--- src/core/mosy_map.svh ---
// Constants for the memory ordering and fetch sync block.
// Assumes inclusion by bare name from core/ files.
`ifndef MOSY_MAP_SVH
`define MOSY_MAP_SVH
`define MOSY_ADDR_W      32
`define MOSY_DW_MASK     32'hFFFF_FFF8
`define MOSY_INSN_BYTES  32'h0000_0004
`define MOSY_CNT_W       8
`define MOSY_CNT_ZERO    8'h00
`define MOSY_CNT_ONE     8'h01
`endif

--- src/core/mosy_pkg.sv ---
// Types for the memory ordering and fetch sync block.
// Assumes mosy_map.svh for widths.
`include "mosy_map.svh"
package mosy_pkg;
   typedef enum logic [1:0] {
      MOSY_OP_NONE,
      MOSY_OP_IOB,
      MOSY_OP_FSYNC,
      MOSY_OP_ISYNC
   } mosy_op_t;

   typedef enum logic [1:0] {
      MOSY_BUS_NONE,
      MOSY_BUS_IOB,
      MOSY_BUS_FSYNC
   } mosy_bus_t;

   typedef enum {
      MOSY_IDLE,
      MOSY_DRAIN,
      MOSY_BUS,
      MOSY_WAIT_CMP,
      MOSY_FLUSH
   } mosy_st_t;

   typedef struct packed {
      logic                     valid;
      mosy_op_t                 op;
      logic [`MOSY_ADDR_W-1:0]  pc;
   } mosy_disp_t;

   typedef struct packed {
      logic                     valid;
      logic [`MOSY_ADDR_W-1:0]  addr;
   } mosy_fetch_t;
endpackage

--- src/core/mosy_ord_cnt.sv ---
// Counter of uncached or write-through accesses in flight.
// Assumes issue and done are single-cycle pulses.
`timescale 1ns/1ps
`include "mosy_map.svh"
module mosy_ord_cnt #(
   parameter int CNT_W = `MOSY_CNT_W
) (
   input  wire logic             clk_sys,
   input  wire logic             srst,
   input  wire logic             issue,
   input  wire logic             done,
   output logic                  empty
);
   typedef struct packed {
      logic [CNT_W-1:0] cnt;
   } mosy_cnt_st_t;

   mosy_cnt_st_t st_r;
   mosy_cnt_st_t st_nxt;

   always_comb begin
      st_nxt = st_r;
      if (issue && !done) begin
         st_nxt.cnt = st_r.cnt + CNT_W'(`MOSY_CNT_ONE);
      end else if (done && !issue) begin
         st_nxt.cnt = st_r.cnt - CNT_W'(`MOSY_CNT_ONE);
      end
   end

   always_ff @(posedge clk_sys) begin
      if (srst) begin
         st_r <= '0;
      end else begin
         st_r <= st_nxt;
      end
   end

   assign empty = (st_r.cnt == CNT_W'(`MOSY_CNT_ZERO));
endmodule

--- src/core/mosy_ctrl.sv ---
// Barrier sequencer: I/O ordering barrier, full sync, fetch sync.
// Assumes dispatch, load/store and completion pulses on clk_sys.
`timescale 1ns/1ps
`include "mosy_map.svh"

// Behaviour
// [RL1] Every I/O ordering barrier goes to the load/store unit.
// [RL2] The barrier waits until older uncached accesses have executed.
// [RL3] Younger uncached accesses are held until the barrier executes.
// [RL4] The barrier puts an address-only ordering cycle on the bus.
// [RL5] A fetch sync first waits for all older instructions to complete.
// [RL6] It then purges prefetch buffers and refetches the next double word.
// [RL7] A second-level cache drains its queues before acking a sync cycle.
// [RL8] After a full sync dispatches nothing more dispatches till it ends.
// [RL9] The full sync runs in the load/store unit and goes on the bus.
// [RL10] The barrier completes only once the bus accepts its cycle.
module mosy_ctrl (
   input  wire logic                 clk_sys,
   input  wire logic                 srst,
   input  mosy_pkg::mosy_disp_t      disp_in,
   output logic                      disp_ready,
   output logic                      load_store_unit_op_valid,
   output mosy_pkg::mosy_op_t        load_store_unit_op,
   input  wire logic                 uc_issue_req,
   output logic                      uc_issue_ok,
   input  wire logic                 uc_done,
   input  wire logic                 older_all_done,
   output logic                      bus_req,
   output mosy_pkg::mosy_bus_t       bus_kind,
   input  wire logic                 bus_ack,
   output logic                      pf_flush,
   output mosy_pkg::mosy_fetch_t     refetch,
   output logic                      sync_done
);
   typedef struct packed {
      mosy_pkg::mosy_st_t     st;
      mosy_pkg::mosy_op_t     op;
      logic [`MOSY_ADDR_W-1:0] pc;
      logic                   unit_v;
      mosy_pkg::mosy_bus_t    bus;
      logic                   flush;
      mosy_pkg::mosy_fetch_t  fetch;
      logic                   done;
   } mosy_ctl_st_t;

   mosy_ctl_st_t st_r;
   mosy_ctl_st_t st_nxt;
   logic         uc_empty;
   logic         take;

   function automatic logic to_unit(input mosy_pkg::mosy_op_t op);
      to_unit = (op == mosy_pkg::MOSY_OP_IOB) ||
               (op == mosy_pkg::MOSY_OP_FSYNC);
   endfunction

   function automatic logic is_barrier(input mosy_pkg::mosy_op_t op);
      is_barrier = (op != mosy_pkg::MOSY_OP_NONE);
   endfunction

   // Counts uncached accesses issued but not yet executed
   mosy_ord_cnt #(
      .CNT_W (`MOSY_CNT_W)
   ) u_cnt (
      .clk_sys (clk_sys),
      .srst    (srst),
      .issue   (uc_issue_req && uc_issue_ok),
      .done    (uc_done),
      .empty   (uc_empty)
   );

   // [RL8] Dispatch stall during any barrier
   assign disp_ready = (st_r.st == mosy_pkg::MOSY_IDLE);
   assign take = disp_in.valid && disp_ready && is_barrier(disp_in.op);

   // [RL3] Hold younger uncached accesses
   assign uc_issue_ok = (st_r.st == mosy_pkg::MOSY_IDLE) && !take;

   always_comb begin
      st_nxt       = st_r;
      st_nxt.unit_v = 1'b0;
      st_nxt.flush = 1'b0;
      st_nxt.done  = 1'b0;
      st_nxt.fetch.valid = 1'b0;
      case (st_r.st)
         mosy_pkg::MOSY_IDLE: begin
            if (take) begin
               st_nxt.op = disp_in.op;
               st_nxt.pc = disp_in.pc;
               // [RL1] Route IOB and FSYNC barriers to load/store unit, not ISYNC
               st_nxt.unit_v = to_unit(disp_in.op);
               st_nxt.st = mosy_pkg::MOSY_DRAIN;
            end
         end
         mosy_pkg::MOSY_DRAIN: begin
            if (st_r.op == mosy_pkg::MOSY_OP_IOB) begin
               // [RL2] Wait for older uncached accesses
               if (uc_empty) begin
                  // [RL4] Address-only ordering cycle
                  st_nxt.bus = mosy_pkg::MOSY_BUS_IOB;
                  st_nxt.st  = mosy_pkg::MOSY_BUS;
               end
            end else if (older_all_done) begin
               // [RL5] Older instructions complete
               if (st_r.op == mosy_pkg::MOSY_OP_FSYNC) begin
                  // [RL9] Full sync broadcast
                  st_nxt.bus = mosy_pkg::MOSY_BUS_FSYNC;
                  st_nxt.st  = mosy_pkg::MOSY_BUS;
               end else begin
                  st_nxt.st = mosy_pkg::MOSY_FLUSH;
               end
            end
         end
         mosy_pkg::MOSY_BUS: begin
            // [RL10] Done only when bus accepts
            if (bus_ack) begin
               st_nxt.bus = mosy_pkg::MOSY_BUS_NONE;
               st_nxt.st  = mosy_pkg::MOSY_WAIT_CMP;
            end
         end
         mosy_pkg::MOSY_WAIT_CMP: begin
            st_nxt.done = 1'b1;
            st_nxt.st   = mosy_pkg::MOSY_IDLE;
         end
         mosy_pkg::MOSY_FLUSH: begin
            // [RL6] Purge and refetch next double word
            st_nxt.flush = 1'b1;
            st_nxt.fetch.valid = 1'b1;
            st_nxt.fetch.addr  = (st_r.pc + `MOSY_INSN_BYTES) &
                                 `MOSY_DW_MASK;
            st_nxt.done = 1'b1;
            st_nxt.st   = mosy_pkg::MOSY_IDLE;
         end
         default: st_nxt.st = mosy_pkg::MOSY_IDLE;
      endcase
   end

   always_ff @(posedge clk_sys) begin
      if (srst) begin
         st_r <= '{st: mosy_pkg::MOSY_IDLE, op: mosy_pkg::MOSY_OP_NONE,
                   bus: mosy_pkg::MOSY_BUS_NONE, default: '0};
      end else begin
         st_r <= st_nxt;
      end
   end

   assign load_store_unit_op_valid = st_r.unit_v;
   assign load_store_unit_op       = st_r.op;
   assign bus_req      = (st_r.st == mosy_pkg::MOSY_BUS);
   assign bus_kind     = st_r.bus;
   assign pf_flush     = st_r.flush;
   assign refetch      = st_r.fetch;
   assign sync_done    = st_r.done;
endmodule

--- config.mk ---
export PLATFORM = sky130hd
export DESIGN_NAME = mosy_ctrl
export DESIGN_NICKNAME = d
export VERILOG_FILES = /design/src/core/mosy_pkg.sv /design/src/core/mosy_ord_cnt.sv /design/src/core/mosy_ctrl.sv
export VERILOG_INCLUDE_DIRS = /design/src /design/src/core
export SDC_FILE = /design/constraint.sdc
export NUM_CORES = 1
export LEC_CHECK = 0
export ABC_AREA = 1
export BUFFER_PORTS_ARGS = -buffer_cell sky130_fd_sc_hd__buf_2
export CAP_MARGIN = 20
export CORE_AREA = 2 2 140 101
export CTS_BUF_LIST = sky130_fd_sc_hd__clkbuf_4 sky130_fd_sc_hd__clkbuf_8
export CTS_CLUSTER_DIAMETER = 200
export DETAILED_ROUTE_END_ITERATION = 16
export DIE_AREA = 0 0 142 103
export GPL_TIMING_DRIVEN = 0
export PLACE_DENSITY = 0.53
export SLEW_MARGIN = 20
export SYNTH_ARGS = -nofsm -noshare
export SYNTH_HDL_FRONTEND = slang
export SYNTH_SLANG_ARGS = --single-unit
export TNS_END_PERCENT = 50
--- constraint.sdc ---
create_clock -name clk_sys -period 2.1 [get_ports clk_sys]
set_clock_uncertainty 0.05 [all_clocks]
set_input_delay 0.315 -clock clk_sys [delete_from_list [all_inputs] [get_ports clk_sys]]
set_output_delay 0.315 -clock clk_sys [all_outputs]
set_load 0.1 [all_outputs]
# [Word level (Yosys, flattened, before mapping)]
# Index checks and enable logic that the tools add are counted.
[totals] register_bits=109 inputBits=41 out_inout_bits=43 word_cells=67
[classes] addsub=3 n_eq_ne=14 muxes=17 bitwise=2 reduce_logical=21
[op_table] operator="32-bit two-way mux" n=4
[op_table] operator="32-bit case mux with 3 select lines" n=1
[op_table] operator="67-bit two-way mux" n=1
[op_table] operator="32-bit by 2-bit equality test with 1-bit output, second input constant" n=2
[op_table] operator="32-bit by 3-bit equality test with 1-bit output, second input constant" n=2
[op_table] operator="32-bit logical NOT" n=2
[op_table] operator="34-bit two-way mux" n=1
[op_table] operator="32-bit by 3-bit adder with 32-bit output, second input constant" n=1
[op_table] operator="32-bit by 1-bit equality test with 1-bit output, second input constant" n=1
[op_table] operator="8-bit two-way mux" n=2
[op_table] operator="2-bit two-way mux" n=5
[op_table] operator="8-bit by 1-bit adder with 8-bit output, second input constant" n=1
[op_table] operator="8-bit logical NOT" n=1
[op_table] operator="8-bit by 1-bit subtractor with 8-bit output, second input constant" n=1
[op_table] operator="1-bit logical AND" n=6
[op_table] operator="3-bit inequality test, second input constant" n=2
[op_table] operator="2-bit nonzero test" n=3
[op_table] operator="5-bit AND reduction" n=1
[op_table] operator="2-bit by 1-bit equality test with 1-bit output, second input constant" n=2
[op_table] operator="2-bit equality test, second input constant" n=2
[op_table] operator="2-bit inequality test, second input constant" n=2
[op_table] operator="2-bit case mux with 2 select lines" n=1
[op_table] operator="4-bit AND reduction" n=1
[op_table] operator="1-bit logical NOT" n=3
[op_table] operator="other kinds (8)" n=9

# [Depth between registers and ports, before layout]
# Gate-level depths: netlist of the first run.
[logic_depth] depth_word=10 mapped_depth=17 mapped_depth_nobuf=17

# [Cells and area by module]
# Synthesis of the first run repeated with hierarchy kept, for this count alone.
[hier_totals] cells_unflattened=655 area_unflattened_um2=4321.6
[modules_own_cells] mod="mosy_ctrl" n_inst=1 cells_each=552 area_each_um2=3642.2 seq_area_each_um2=1381.3
[modules_own_cells] mod="mosy_ord_cnt" n_inst=1 cells_each=103 area_each_um2=679.4 seq_area_each_um2=160.2

# [Worst setup path after synthesis of the first run]
# Ideal clock, no wire load.
[synth_timing] path_kind="register to register" from="reg st_r[72] in the netlist's numbering" to="reg u_cnt.st_r[4] in the netlist's numbering" setup_time_ns=0.056 arrival_ns=2.865 required_time_ns=1.994 path_slack_ns=-0.870 path_stages_with_launch=15 path_buffers=0 period_less_slack_ns=2.970 path_cell_list="dfxtp_1 -> nor2_1 -> nand2_1 -> inv_1 -> nand2_1 -> nor2_1 -> ha_1 -> inv_1 -> ha_1 -> or2_0 -> and2_1 -> or2_0 -> nand3_1 -> nand2_1 -> inv_1"
[synth_between] elab_chain_cells=9 elab_cells_between_ends=11 cone_classes="mux (1); reduce/logical (10)"
[synth_lines] item="start, declared" line_no="mosy_ctrl.sv:46" text="mosy_ctl_st_t st_r;"
[synth_lines] item="start signal, assigned" line_no="mosy_ctrl.sv:139" text="st_r <= '{st: mosy_pkg::MOSY_IDLE, op: mosy_pkg::MOSY_OP_NONE,"
[synth_lines] item="start signal, assigned" line_no="mosy_ctrl.sv:142" text="st_r <= st_nxt;"
[synth_lines] item="32-bit logical NOT (*)" line_no="mosy_ctrl.sv:72" text="assign disp_ready = (st_r.st == mosy_pkg::MOSY_IDLE);"
[synth_lines] item="named net disp_ready" line_no="mosy_ctrl.sv:21" text="output logic disp_ready,"
[synth_lines] item="1-bit logical AND (2 in a row)" line_no="mosy_ctrl.sv:73" text="assign take = disp_in.valid && disp_ready && is_barrier(disp_in.op);"
[synth_lines] item="1-bit logical NOT" line_no="mosy_ctrl.sv:76" text="assign uc_issue_ok = (st_r.st == mosy_pkg::MOSY_IDLE) && !take;"
[synth_lines] item="1-bit logical AND (*)" line_no="mosy_ctrl.sv:76"
[synth_lines] item="1-bit logical AND (*)" line_no="mosy_ctrl.sv:66" text=".issue (uc_issue_req && uc_issue_ok),"
[synth_lines] item="1-bit logical NOT" line_no="mosy_ord_cnt.sv:25" text="end else if (done && !issue) begin"
[synth_lines] item="1-bit logical AND" line_no="mosy_ord_cnt.sv:25"
[synth_lines] item="2-bit nonzero test (no source line)"
[synth_lines] item="end signal, assigned" line_no="mosy_ord_cnt.sv:34" text="st_r <= st_nxt;"
[synth_lines] item="end, declared" line_no="mosy_ord_cnt.sv:18" text="mosy_cnt_st_t st_r;"
# Mark *: on every way through the listed nets, which the timed path passes. The rest lies on a longest branch.
# A chain may end at the register's enable or synchronous reset.

# [Worst setup path after layout of the first run]
[layout_timing] from="reg st_r[73] in the netlist's numbering" to="reg u_cnt.st_r[4] in the netlist's numbering"
[layout_between] elab_chain_cells=9 elab_cells_between_ends=11 cone_classes="mux (1); reduce/logical (10)"
[layout_lines] item="32-bit logical NOT (*)" line_no="mosy_ctrl.sv:72, mosy_ctrl.sv:76"
[layout_lines] item="1-bit logical AND (2 in a row)" line_no="mosy_ctrl.sv:73"
[layout_lines] item="1-bit logical NOT" line_no="mosy_ctrl.sv:76"
[layout_lines] item="1-bit logical AND (*)" line_no="mosy_ctrl.sv:76"
[layout_lines] item="1-bit logical AND (*)" line_no="mosy_ctrl.sv:66"
[layout_lines] item="1-bit logical NOT" line_no="mosy_ord_cnt.sv:25"
[layout_lines] item="1-bit logical AND" line_no="mosy_ord_cnt.sv:25"
[layout_lines] item="2-bit nonzero test (no source line)"
# Every way passes the cells marked *; elsewhere a longest branch is shown, timed or not.

==> key figures, run 1 <==
Outcome
  • Status: finished, violations left
  • Failing checks: setup timing

Timing
  • Worst Tran Pin Value: 0.536 ns
  • Tcrit/Tclk final: 101%
  • Crit path time final: 2.11 ns
  • F_max: 0.473 GHz
  • RSZ-0062 raised after global routing: yes
  • Slew HR: 64.2%
  • Final worst slack: -0.0146 ns
  • Final hold slack: 0.125 ns
  • Final count of hold timing violations: 0
  • Final setup viols: 1
  • Slew Viols, Final: 0

Power and ir drop
  • Power per cell area: 1220 nW/µm²
  • Sequential Power Share: 32.1%
  • Psw: 3.22 mW
  • Clock share of power: 16.0%
  • Peak VDD IR: 0.606 mV
  • Switching Share: 48.6%
  • Static leakage: 2.64 nW
  • Int Power: 3.41 mW
  • Combinational fraction of design power: 51.9%

Logic synthesis
  • Count leader, synth: nand2_1
  • Cells after Synth: 677
  • Yosys cell types: 27
  • EDFF count, synth: 0
  • Largest area contributor in the netlist: dfxtp_1
  • Ys flop type: dfxtp_1
  • Synth top area share: 34.9%
  • Synth cell count leaders: nand2_1 (130), nor2_1 (128), inv_1 (94)
  • Seq cells post-synth: 77
  • Ys Warns: 0
  • Syn Area/Cell: 6.52 µm²
  • Async set-reset flop share out of synthesis: 0%
  • Main area contributors after synthesis: dfxtp_1 (35%), nand2_1 (11%), nor2_1 (11%), inv_1 (8.0%), buf_4 (6.6%)
  • Register area share after synthesis: 34.9%
  • Mapped Area: 4410 µm²

Critical path
  • Critical Path RT: 2.36 ns
  • Worst R2R End: u_cnt.st_r[4]$_SDFFE_PP0P_
  • Worst Path Arrival: 2.37 ns
  • R2R setup slack: -0.01 ns
  • CP Capture Type: flop
  • R2R cell count: 14
  • Crit path launch type: flop
  • Setup CP Type: flop to flop
  • Reg2Reg Launch Point: st_r[73]$_SDFFE_PP0P_
  • Critical-path maximum fanout: 7

Floorplanning
  • Ports: 84
  • Die Span Y: 103 µm
  • Rows: 36
  • Die area: 14600 µm²
  • Die width: 142 µm
  • CORE AREA: 13500 µm²
  • Starting Density: 32.8%

Job
  • Max Cap Viol: 0

Clock network
  • Clk root buf: clkbuf_8
  • Clk pin slew, worst setup/hold paths: 0.08 ns
  • H-tree Lvls: 3
  • Sink Count: 77
  • Clk buf depth: 2
  • Number of buffers created by CTS: 9
  • CTS tree: done
  • Worst-Skew Late Latency: 0.36 ns

Min path
  • WHS Endpoint: st_r[43]$_SDFFE_PP0P_
  • HP Start: disp_in[5]
  • Worst Hold Class: primary input to flop
  • Hold path cells: 3

GRT
  • Vias in the first global route: 3930
  • First-pass GRT wire length: 19900 µm
  • Pin count of the biggest net entering global routing: 13
  • Grt total ovfl: 0
  • Initial antenna violation count: 0
  • GRT Resource Usage Total: 17.6%

Cells and area
  • Antenna Cells: 0
  • Share of layout cells above drive strength 1: 25.2%
  • Area delta synth->final: 23.5%
  • # nets final: 831

Placement
  • Hpwl dp: 9900 µm
  • Dpl ws: -0.432 ns
  • Gpl congestion: 0.876
  • IO buf count: 78

Routing
  • First DRT Iteration DRCs: 252
  • Drt wl/cell: 13.2 µm
  • WL final: 12600 µm
  • Vias: 4280
  • Total iterations of the first detailed-routing run: 5
  • Remaining DRCs: 0
  • DR vias/cell: 4.49
  • Antenna viol nets, final: 0
==> metrics by stage <==
step                cells  total power [mW]  area (µm²)  setup TNS (ns)  util, %
finish                954              6.63        5450         -0.0146     40.5
global route          954              7.11        5450          -0.273     40.5
CTS                   952              6.54        5390        -0.00801     40.0
detailed placement    928              5.28        5060           -2.28     37.6
global placement      928              5.23        5060           -1.84     37.6
floorplan             679              4.64        4460           -2.04        -
==> cell type report <==
cell class / instances / area [µm²]
clock buffers: 12 / 159
clock inverters: 4 / 22.5
plain buffers: 56 / 368
flip-flops and latches: 77 / 1550
repair buffers: 88 / 472
well taps: 171 / 214
inverters: 96 / 372
multi-input cells: 450 / 2300
fillers: 1425 / 8020
==> cells in the final DEF (no fill, tap or decap), drive strengths merged <==
master / synthesis / final
nor2: 144 / 144
nand2: 135 / 135
buf: 47 / 134
inv: 96 / 95
dfxtp: 77 / 77
o21ai: 57 / 57
nand3: 42 / 42
a21oi: 37 / 37
clkbuf: 9 / 22
ha: 11 / 11
xnor2: 8 / 8
nand4: 4 / 4
xor2: 3 / 3
conb: 1 / 3
clkinv: 0 / 3
clkinvlp: 0 / 2
or2: 2 / 2
nor3: 1 / 1
nand3b: 1 / 1
and2: 1 / 1
fa: 1 / 1
==> timing repair <==
action / CTS / global route
endpoints found under the setup margin: 5 / 6
setup buffers: 8 / 2
gates resized for setup: 15 / 7
hold buffers: 0 / 0
pin swaps: 10 / 5
cloned: 0 / 0
==> critical path, stage by stage, from the launching register on <==
cell,delay (ns)
dfxtp_2,0.34
nor2_4,0.13
nand2_4,0.07
clkinvlp_4,0.09
nand2_4,0.06
nor2_4,0.10
ha_4,0.17
inv_6,0.07
ha_4,0.23
or2_0,0.22
and2_4,0.15
or2_0,0.21
nand3_1,0.07
nand2_1,0.05
inv_1,0.04
==> metal layers <==
layer / vias up / global-route usage, % / routed length (µm)
met4: 0 / 4.31 / 157
li1: 2255 / - / -
met2: 109 / 25.2 / 5090
met5: - / 0 / 0
met1: 1902 / 26.5 / 6670
met3: 14 / 3.99 / 697
==> worst max-delay path by stage <==
stage | end | from
after floorplan | u_cnt.st_r[4]$_SDFFE_PP0P_ | st_r[72]$_SDFFE_PP0P_
after global placement | u_cnt.st_r[7]$_SDFFE_PP0P_ | disp_in[32]
final | u_cnt.st_r[4]$_SDFFE_PP0P_ | st_r[73]$_SDFFE_PP0P_
after detailed placement | u_cnt.st_r[7]$_SDFFE_PP0P_ | disp_in[32]
after CTS | u_cnt.st_r[4]$_SDFFE_PP0P_ | st_r[73]$_SDFFE_PP0P_
after global routing | u_cnt.st_r[4]$_SDFFE_PP0P_ | st_r[73]$_SDFFE_PP0P_
==> state kept, by name, indices dropped and copies added (netlist names) <==
name / count
bus_kind: 2
sync_done: 1
refetch: 29
load_store_unit_op: 2
u_cnt.st_r: 8
load_store_unit_op_valid: 1
pf_flush: 1
st_r: 33
==> power by group through the flow <==
stage,clock network [mW],registers [mW],logic (mW)
global placement,0,2.12,3.11
CTS,1.09,2.12,3.33
finish,1.06,2.13,3.44
global route,1.16,2.17,3.78
floorplan,0,2.07,2.57
detailed placement,0,2.13,3.14
==> logic make-up after synthesis <==
| family | share of synthesized area (%) |
|---|---|
| AOI/OAI and AO/OA | 10.7 |
| xor gates and xnor gates | 2.18 |
| adders and majority gates | 3.57 |
| buffers and inverters | 16.5 |
| DFF | 34.9 |
| other | 0.0850 |
| and+or+nand+nor | 32.1 |
Note: power is estimated with default switching activity, not from simulation.
==> run 2, diff against run 1 <==
--- a/config.mk
+++ b/config.mk
@@ -7,15 +7,15 @@
 export NUM_CORES = 1
 export LEC_CHECK = 0
 export ABC_AREA = 1
-export BUFFER_PORTS_ARGS = -buffer_cell sky130_fd_sc_hd__buf_2
 export CAP_MARGIN = 20
 export CORE_AREA = 2 2 140 101
-export CTS_BUF_LIST = sky130_fd_sc_hd__clkbuf_4 sky130_fd_sc_hd__clkbuf_8
+export CTS_BUF_LIST = sky130_fd_sc_hd__clkbuf_4
 export CTS_CLUSTER_DIAMETER = 200
 export DETAILED_ROUTE_END_ITERATION = 16
 export DIE_AREA = 0 0 142 103
+export DONT_BUFFER_PORTS = 1
 export GPL_TIMING_DRIVEN = 0
-export PLACE_DENSITY = 0.53
+export PLACE_DENSITY = 0.48
 export SLEW_MARGIN = 20
 export SYNTH_ARGS = -nofsm -noshare
 export SYNTH_HDL_FRONTEND = slang
==> run 2 against run 1 <==
Net effect: the flow still finishes with violations (setup timing); worst setup slack worse by 0.42 ns; total power shrank 2.5%; design area shrank 4.3%; flip-flop and latch count unchanged; first-iteration DRC count up 6.0%.
==> key figures, run 2 (same netlist as run 1, synthesis figures left out) <==
GRT
  • Initial antenna violation count: 0 (unchanged)
  • First-pass GRT wire length: 20100 µm (+1.3%)
  • GRT Resource Usage Total: 18.0% (+0.45 points)
  • Pin count of the biggest net entering global routing: 13 (unchanged)
  • Vias in the first global route: 3760 (-4.3%)
  • Grt total ovfl: 0 (unchanged)

Cells and area
  • Design area: 5220 µm² (-4.3%)
  • Area delta synth->final: 18.1%
  • Most frequent cells in the layout: nor2_1 (125), nand2_1 (125), inv_1 (88)
  • # nets final: 770 (-7.3%)
  • Fill count: 1459 (+2.4%)
  • Antenna Cells: 0 (unchanged)
  • Storage cell area: 1550 µm² (about the same)
  • Multi-input logic area: 2310 µm² (+0.76%)
  • Share of layout cells above drive strength 1: 18.0% (-7.1 points)
  • Max reg flops: 33 (unchanged)
  • Most flops, register: st_r
  • Finished Layout Cells: 892 (-6.5%)

Job
  • Max Cap Viol: 0 (unchanged)

Timing
  • Final worst slack: -0.436 ns (-0.421 ns)
  • Final count of hold timing violations: 0 (unchanged)
  • Worst Tran Pin Value: 0.935 ns (+0.399 ns)
  • F_max: 0.394 GHz (-17%)
  • Slew Viols, Final: 0 (unchanged)
  • Crit path time final: 2.54 ns (+0.421 ns)
  • Slew HR: 37.6% (-27 points)
  • Final setup viols: 9 (+8)
  • RSZ-0062 raised after global routing: yes
  • Tcrit/Tclk final: 121% (+20 points)
  • Setup TNS: -2.88 ns (-2.86 ns)

Outcome
  • Failing checks: setup timing
  • Status: finished, violations left

Routing
  • Vias: 4096 (-4.3%)
  • Antenna viol nets, final: 0 (unchanged)
  • WL final: 12800 µm (+1.8%)
  • Remaining DRCs: 0 (unchanged)
  • Total iterations of the first detailed-routing run: 5 (unchanged)
  • DR vias/cell: 4.59 (+2.4%)
  • First DRT Iteration DRCs: 267 (+6.0%)
  • Drt wl/cell: 14.4 µm (+8.9%)

Critical path
  • CP peak stage delay: 0.44 ns (+0.10 ns)
  • Reg2Reg Launch Point: st_r[74]$_SDFFE_PP0P_
  • Critical Path RT: 2.44 ns (+0.08 ns)
  • CP Cell Sequence: inv_4 > nand2_4 > clkinvlp_4 > nand2_4 > nor2_4 > ha_4 > clkinv_8 > ha_4 > or2_1 > and2_4 > or2_0 > nand3_1 > nand2_1 > inv_1
  • Crit path launch type: flop
  • CP max stage cell: clkinvlp_4
  • Worst Path Arrival: 2.88 ns (+0.51 ns)
  • Worst R2R End: u_cnt.st_r[4]$_SDFFE_PP0P_
  • Setup CP Type: flop to flop
  • R2R cell count: 14 (unchanged)
  • Top Family by Delay on Critical Path: simple AND/OR/NAND/NOR gates
  • Critical-path maximum fanout: 6 (-1)
  • R2R setup slack: -0.44 ns (-0.42 ns)
  • CP bufs+invs: 4 (+1)
  • Setup crit start: st_r[74]$_SDFFE_PP0P_
  • CP Capture Type: flop

Power and ir drop
  • Clock share of power: 13.7% (-2.3 points)
  • Switching Share: 49.9% (+1.3 points)
  • Combinational fraction of design power: 52.9% (+1.0 points)
  • Sequential Power Share: 33.4% (+1.3 points)
  • Psw: 3.22 mW (about the same)
  • Static leakage: 2.31 nW (-12%)
  • Peak VDD IR: 0.569 mV (-6.1%)
  • Int Power: 3.24 mW (-4.9%)
  • Tot Pwr: 6.46 mW (-2.5%)
  • Power per cell area: 1240 nW/µm² (+1.9%)

Clock network
  • H-tree Lvls: 3 (unchanged)
  • Clk root buf: clkbuf_4
  • Sink Count: 77 (unchanged)
  • Clk buf depth: 2 (unchanged)
  • Number of buffers created by CTS: 9 (unchanged)
  • Clk pin slew, worst setup/hold paths: 0.13 ns (+0.05 ns)
  • Worst-Skew Late Latency: 0.43 ns (+0.07 ns)
  • CTS tree: done

Floorplanning
  • Die width: 142 µm (unchanged)
  • Starting Density: 32.8% (unchanged)
  • Die area: 14600 µm² (unchanged)
  • CORE AREA: 13500 µm² (unchanged)
  • Die Span Y: 103 µm (unchanged)
  • Ports: 84 (unchanged)
  • Rows: 36 (unchanged)

Placement
  • Dpl ws: -0.644 ns (-0.212 ns)
  • Placement Cell Area: 4670 µm² (-7.7%)
  • IO buf count: 0 (-100%)
  • Post-Place Cells: 850 (-8.4%)
  • Hpwl dp: 9840 µm (-0.52%)
  • Gpl congestion: 0.926 (+5.7%)

Min path
  • WHS Endpoint: st_r[54]$_SDFFE_PP0P_
  • Hold path cells: 2 (-1)
  • HP Start: disp_in[16]
  • Worst Hold Class: primary input to flop
run 2: cell types whose count changed in the layout (fill, tap and decap cells not counted), moves of 3 or more:
cell / change
o21ai_0: -3
dlygate4sd3_1: +14
clkbuf_8: -10
buf_2: -77
clkbuf_4: +7
inv_1: -4
o21ai_1: +3
run 2: layer usage:
metal / GRT usage, % / up-vias / routed length (µm)
met3: 3.95 / 12 / 492
met1: 26.3 / 1862 / 6930
met5: 0 / - / 0
met2: 27.1 / 80 / 5240
met4: 4.46 / 0 / 176
li1: - / 2142 / -
run 2: power groups by stage:
stage          logic, mW  clock network [mW]  registers [mW]
3_3_place_gp        2.95                   0            2.16
5_1_grt             3.73               0.974            2.21
6_report            3.42               0.885            2.16
3_5_place_dp        2.98                   0            2.17
4_1_cts             3.29               0.923            2.14
2_1_floorplan       2.57                   0            2.07
run 2: worst max-delay path by stage:
| stage | end | slack, ns | depth (start not counted) |
|---|---|---|---|
| 2_1_floorplan | u_cnt.st_r[4]$_SDFFE_PP0P_ | -0.39 | 14 |
| 3_3_place_gp | u_cnt.st_r[4]$_SDFFE_PP0P_ | -0.63 | 13 |
| 3_5_place_dp | u_cnt.st_r[7]$_SDFFE_PP0P_ | -0.64 | 16 |
| 4_1_cts | uc_issue_ok | -0.43 | 6 |
| 5_1_grt | u_cnt.st_r[5]$_SDFFE_PP0P_ | -0.56 | 16 |
| 6_report | u_cnt.st_r[4]$_SDFFE_PP0P_ | -0.44 | 14 |
run 2: what timing repair did:
| action | 4_1_cts | 5_1_grt |
|---|---|---|
| endpoints found under the setup margin | 11 | 10 |
| buffers inserted | 11 | 2 |
| resized for setup | 27 | 11 |
| pin swaps | 9 | 7 |
| hold buffers | 13 | 1 |
| endpoints found under the hold margin | 13 | 1 |
run 2: final cells by class:
cell class	count	area share (%)
plain buffers	56	7.25
clock buffers	9	1.30
clock inverters	6	1.06
inverters	96	7.41
multi-input cells	450	44.4
flip-flops and latches	77	29.7
well taps	171	4.10
repair buffers	27	4.87
run 2: metrics by stage:
| step | hold slack [ns] | utilization (%) |
|---|---|---|
| floorplan | 0.394 | - |
| global placement | 0.403 | 34.7 |
| detailed placement | 0.408 | 34.7 |
| CTS | 0.00345 | 38.1 |
| global route | 0.00409 | 38.7 |
| finish | 0.0227 | 38.7 |
==> run 3, diff against run 2 <==
--- a/config.mk
+++ b/config.mk
@@ -8,15 +8,15 @@
 export LEC_CHECK = 0
 export ABC_AREA = 1
 export CAP_MARGIN = 20
-export CORE_AREA = 2 2 140 101
+export CORE_AREA = 5 5 143 104
 export CTS_BUF_LIST = sky130_fd_sc_hd__clkbuf_4
 export CTS_CLUSTER_DIAMETER = 200
 export DETAILED_ROUTE_END_ITERATION = 16
-export DIE_AREA = 0 0 142 103
+export DIE_AREA = 0 0 148 109
 export DONT_BUFFER_PORTS = 1
 export GPL_TIMING_DRIVEN = 0
 export PLACE_DENSITY = 0.48
-export SLEW_MARGIN = 20
+export SLEW_MARGIN = 10
 export SYNTH_ARGS = -nofsm -noshare
 export SYNTH_HDL_FRONTEND = slang
 export SYNTH_SLANG_ARGS = --single-unit
==> run 3 against run 2 <==
Net effect: maximum frequency is 0.34% lower; highest routed layer unchanged; worst hold slack improved by 0.012 ns; flip-flop and latch count stayed put; register-to-register slack is essentially flat; critical path type unchanged; the flow still finishes with violations (setup timing); count of clock-buffer cells in the layout grew 1; critical path depth is the same; utilization increased by 1.1 points; worst setup slack got worse by 0.0086 ns.
==> key figures, run 3 (same netlist as run 1, synthesis figures left out) <==
Outcome
  • Status: finished, violations left
  • Failing checks: setup timing

Timing
  • Setup TNS: -2.54 ns (+0.333 ns)
  • Slew Viols, Final: 0 (unchanged)
  • Tcrit/Tclk final: 121% (+0.41 points)
  • Crit path time final: 2.54 ns (+0.00857 ns)
  • Final worst slack: -0.444 ns (-0.00857 ns)
  • Worst Tran Pin Value: 0.933 ns (-0.00226 ns)
  • Final hold slack: 0.0348 ns (+0.0121 ns)
  • RSZ-0062 raised after global routing: yes
  • Slew HR: 37.7% (+0.15 points)
  • Final count of hold timing violations: 0 (unchanged)
  • F_max: 0.393 GHz (-0.34%)
  • Final setup viols: 8 (-1)

Job
  • Max Cap Viol: 0 (unchanged)

Power and ir drop
  • Sequential Power Share: 33.1% (-0.3 points)
  • Switching Share: 50.0% (+0.11 points)
  • Tot Pwr: 6.52 mW (+0.89%)
  • Power per cell area: 1220 nW/µm² (-2.0%)
  • Psw: 3.26 mW (+1.1%)
  • Int Power: 3.26 mW (+0.66%)
  • Combinational fraction of design power: 53.1% (+0.2 points)
  • Peak VDD IR: 0.454 mV (-20%)
  • Static leakage: 2.38 nW (+2.8%)
  • Clock share of power: 13.8% (about the same)

Cells and area
  • Finished Layout Cells: 910 (+2.0%)
  • Commonest non-fill, non-tap cell in the layout: nor2_1
  • Most flops, register: st_r
  • Most frequent cells in the layout: nor2_1 (124), nand2_1 (120), inv_1 (90)
  • # nets final: 786 (+2.1%)
  • Core Util, Final: 39.8% (+1.1 points)
  • Max reg flops: 33 (unchanged)
  • Share of layout cells above drive strength 1: 17.6% (-0.42 points)
  • Design area: 5370 µm² (+2.9%)
  • Fill count: 1469 (+0.69%)
  • Area delta synth->final: 21.6%

Critical path
  • Setup CP Type: flop to flop
  • Crit path launch type: flop
  • Critical-path maximum fanout: 7 (+1)
  • CP peak stage delay: 0.44 ns (about the same)
  • CP Capture Type: flop
  • Critical Path RT: 2.47 ns (+0.03 ns)
  • Top Family by Delay on Critical Path: simple AND/OR/NAND/NOR gates
  • Reg2Reg Launch Point: st_r[74]$_SDFFE_PP0P_
  • Setup crit start: st_r[74]$_SDFFE_PP0P_
  • CP Cell Sequence: inv_4 > nand2_4 > clkinvlp_4 > nand2_4 > nor2_4 > ha_4 > clkinv_8 > ha_4 > or2_0 > and2_1 > or2_0 > nand3_1 > nand2_1 > inv_1
  • Worst Path Arrival: 2.91 ns (+0.03 ns)
  • CP max stage cell: clkinvlp_4
  • CP bufs+invs: 4 (unchanged)

GRT
  • Vias in the first global route: 3957 (+5.2%)
  • Initial antenna violation count: 1 (+1)
  • GRT Resource Usage Total: 16.7% (-1.4 points)
  • Grt total ovfl: 0 (unchanged)
  • First-pass GRT wire length: 20700 µm (+2.8%)
  • Pin count of the biggest net entering global routing: 13 (unchanged)

Placement
  • Hpwl dp: 10100 µm (+2.3%)
  • IO buf count: 0 (unchanged)
  • Placement Cell Area: 4670 µm² (unchanged)
  • Gpl congestion: 0.853 (-7.8%)
  • Post-Place Cells: 850 (unchanged)
  • Dpl ws: -0.662 ns (-0.0185 ns)

Floorplanning
  • CORE AREA: 13500 µm² (unchanged)
  • Starting Density: 32.8% (unchanged)
  • Ports: 84 (unchanged)
  • Die width: 148 µm (+4.2%)
  • Rows: 36 (unchanged)
  • Die area: 16100 µm² (+10%)
  • Die Span Y: 109 µm (+5.8%)

Routing
  • First DRT Iteration DRCs: 226 (-15%)
  • Vias: 4145 (+1.2%)
  • Total iterations of the first detailed-routing run: 6 (+1)
  • Antenna viol nets, final: 0 (unchanged)
  • DR vias/cell: 4.55 (-0.81%)
  • Remaining DRCs: 0 (unchanged)
  • WL final: 13000 µm (+1.5%)
  • Drt wl/cell: 14.3 µm (-0.47%)

Min path
  • HP Start: disp_in[23]
  • Worst Hold Class: primary input to flop

Clock network
  • Clk buf depth: 2 (unchanged)
  • Clk root buf: clkbuf_4
  • Clk pin slew, worst setup/hold paths: 0.13 ns (about the same)
  • H-tree Lvls: 3 (unchanged)
  • Number of buffers created by CTS: 9 (unchanged)
  • CTS tree: done
  • Worst-Skew Late Latency: 0.46 ns (+0.03 ns)
  • Sink Count: 77 (unchanged)
-- run 3: cell types whose count changed in the layout (fill, tap and decap cells not counted), moves of 2 or more --
cell	delta
dlygate4sd3_1	+17
nand2_1	-5
inv_1	+2
nand2_2	+4
-- run 3: layout make-up --
class	instances	area, µm²	area share [%]
Tap cell	171	214	3.99
Buffer	56	378	7.04
Clock inverter	6	53.8	1.00
Inverter	96	383	7.13
Multi-Input combinational cell	450	2310	43.1
Antenna cell	1	2.50	0.0466
Sequential cell	77	1550	28.8
Clock buffer	10	75.1	1.40
Timing Repair Buffer	43	400	7.46
-- run 3: power groups by stage --
stage	registers [mW]	clock network [mW]	logic, mW
after floorplan	2.07	0	2.57
after global placement	2.17	0	2.95
after detailed placement	2.18	0	3.00
after CTS	2.16	0.948	3.31
after global routing	2.21	1.01	3.76
final	2.16	0.901	3.46
-- run 3: what timing repair did --
action | CTS | global route
hold buffers | 31 | 0
pin swaps | 12 | 11
setup endpoints to repair | 11 | 10
resized for setup | 27 | 10
buffers inserted | 9 | 3
endpoints found under the hold margin | 31 | 0
-- run 3: path summary, 6_finish.rpt --
path | end | slack (ns) | cells after the start
hold / removal | st_r[61]$_SDFFE_PP0P_ | 0.03 | 2
setup reg to reg | u_cnt.st_r[4]$_SDFFE_PP0P_ | -0.44 | 14
hold reg to reg | st_r[69]$_SDFFE_PP0P_ | 0.45 | 2
setup / recovery | u_cnt.st_r[4]$_SDFFE_PP0P_ | -0.44 | 14
-- run 3: routing by layer --
layer	vias to the layer above	GRT usage, %	share of wire, %
met5	-	0	0
met2	103	24.4	41
met4	0	5.08	1.4
met1	1863	24.1	52
li1	2166	-	-
met3	13	4.24	5.3
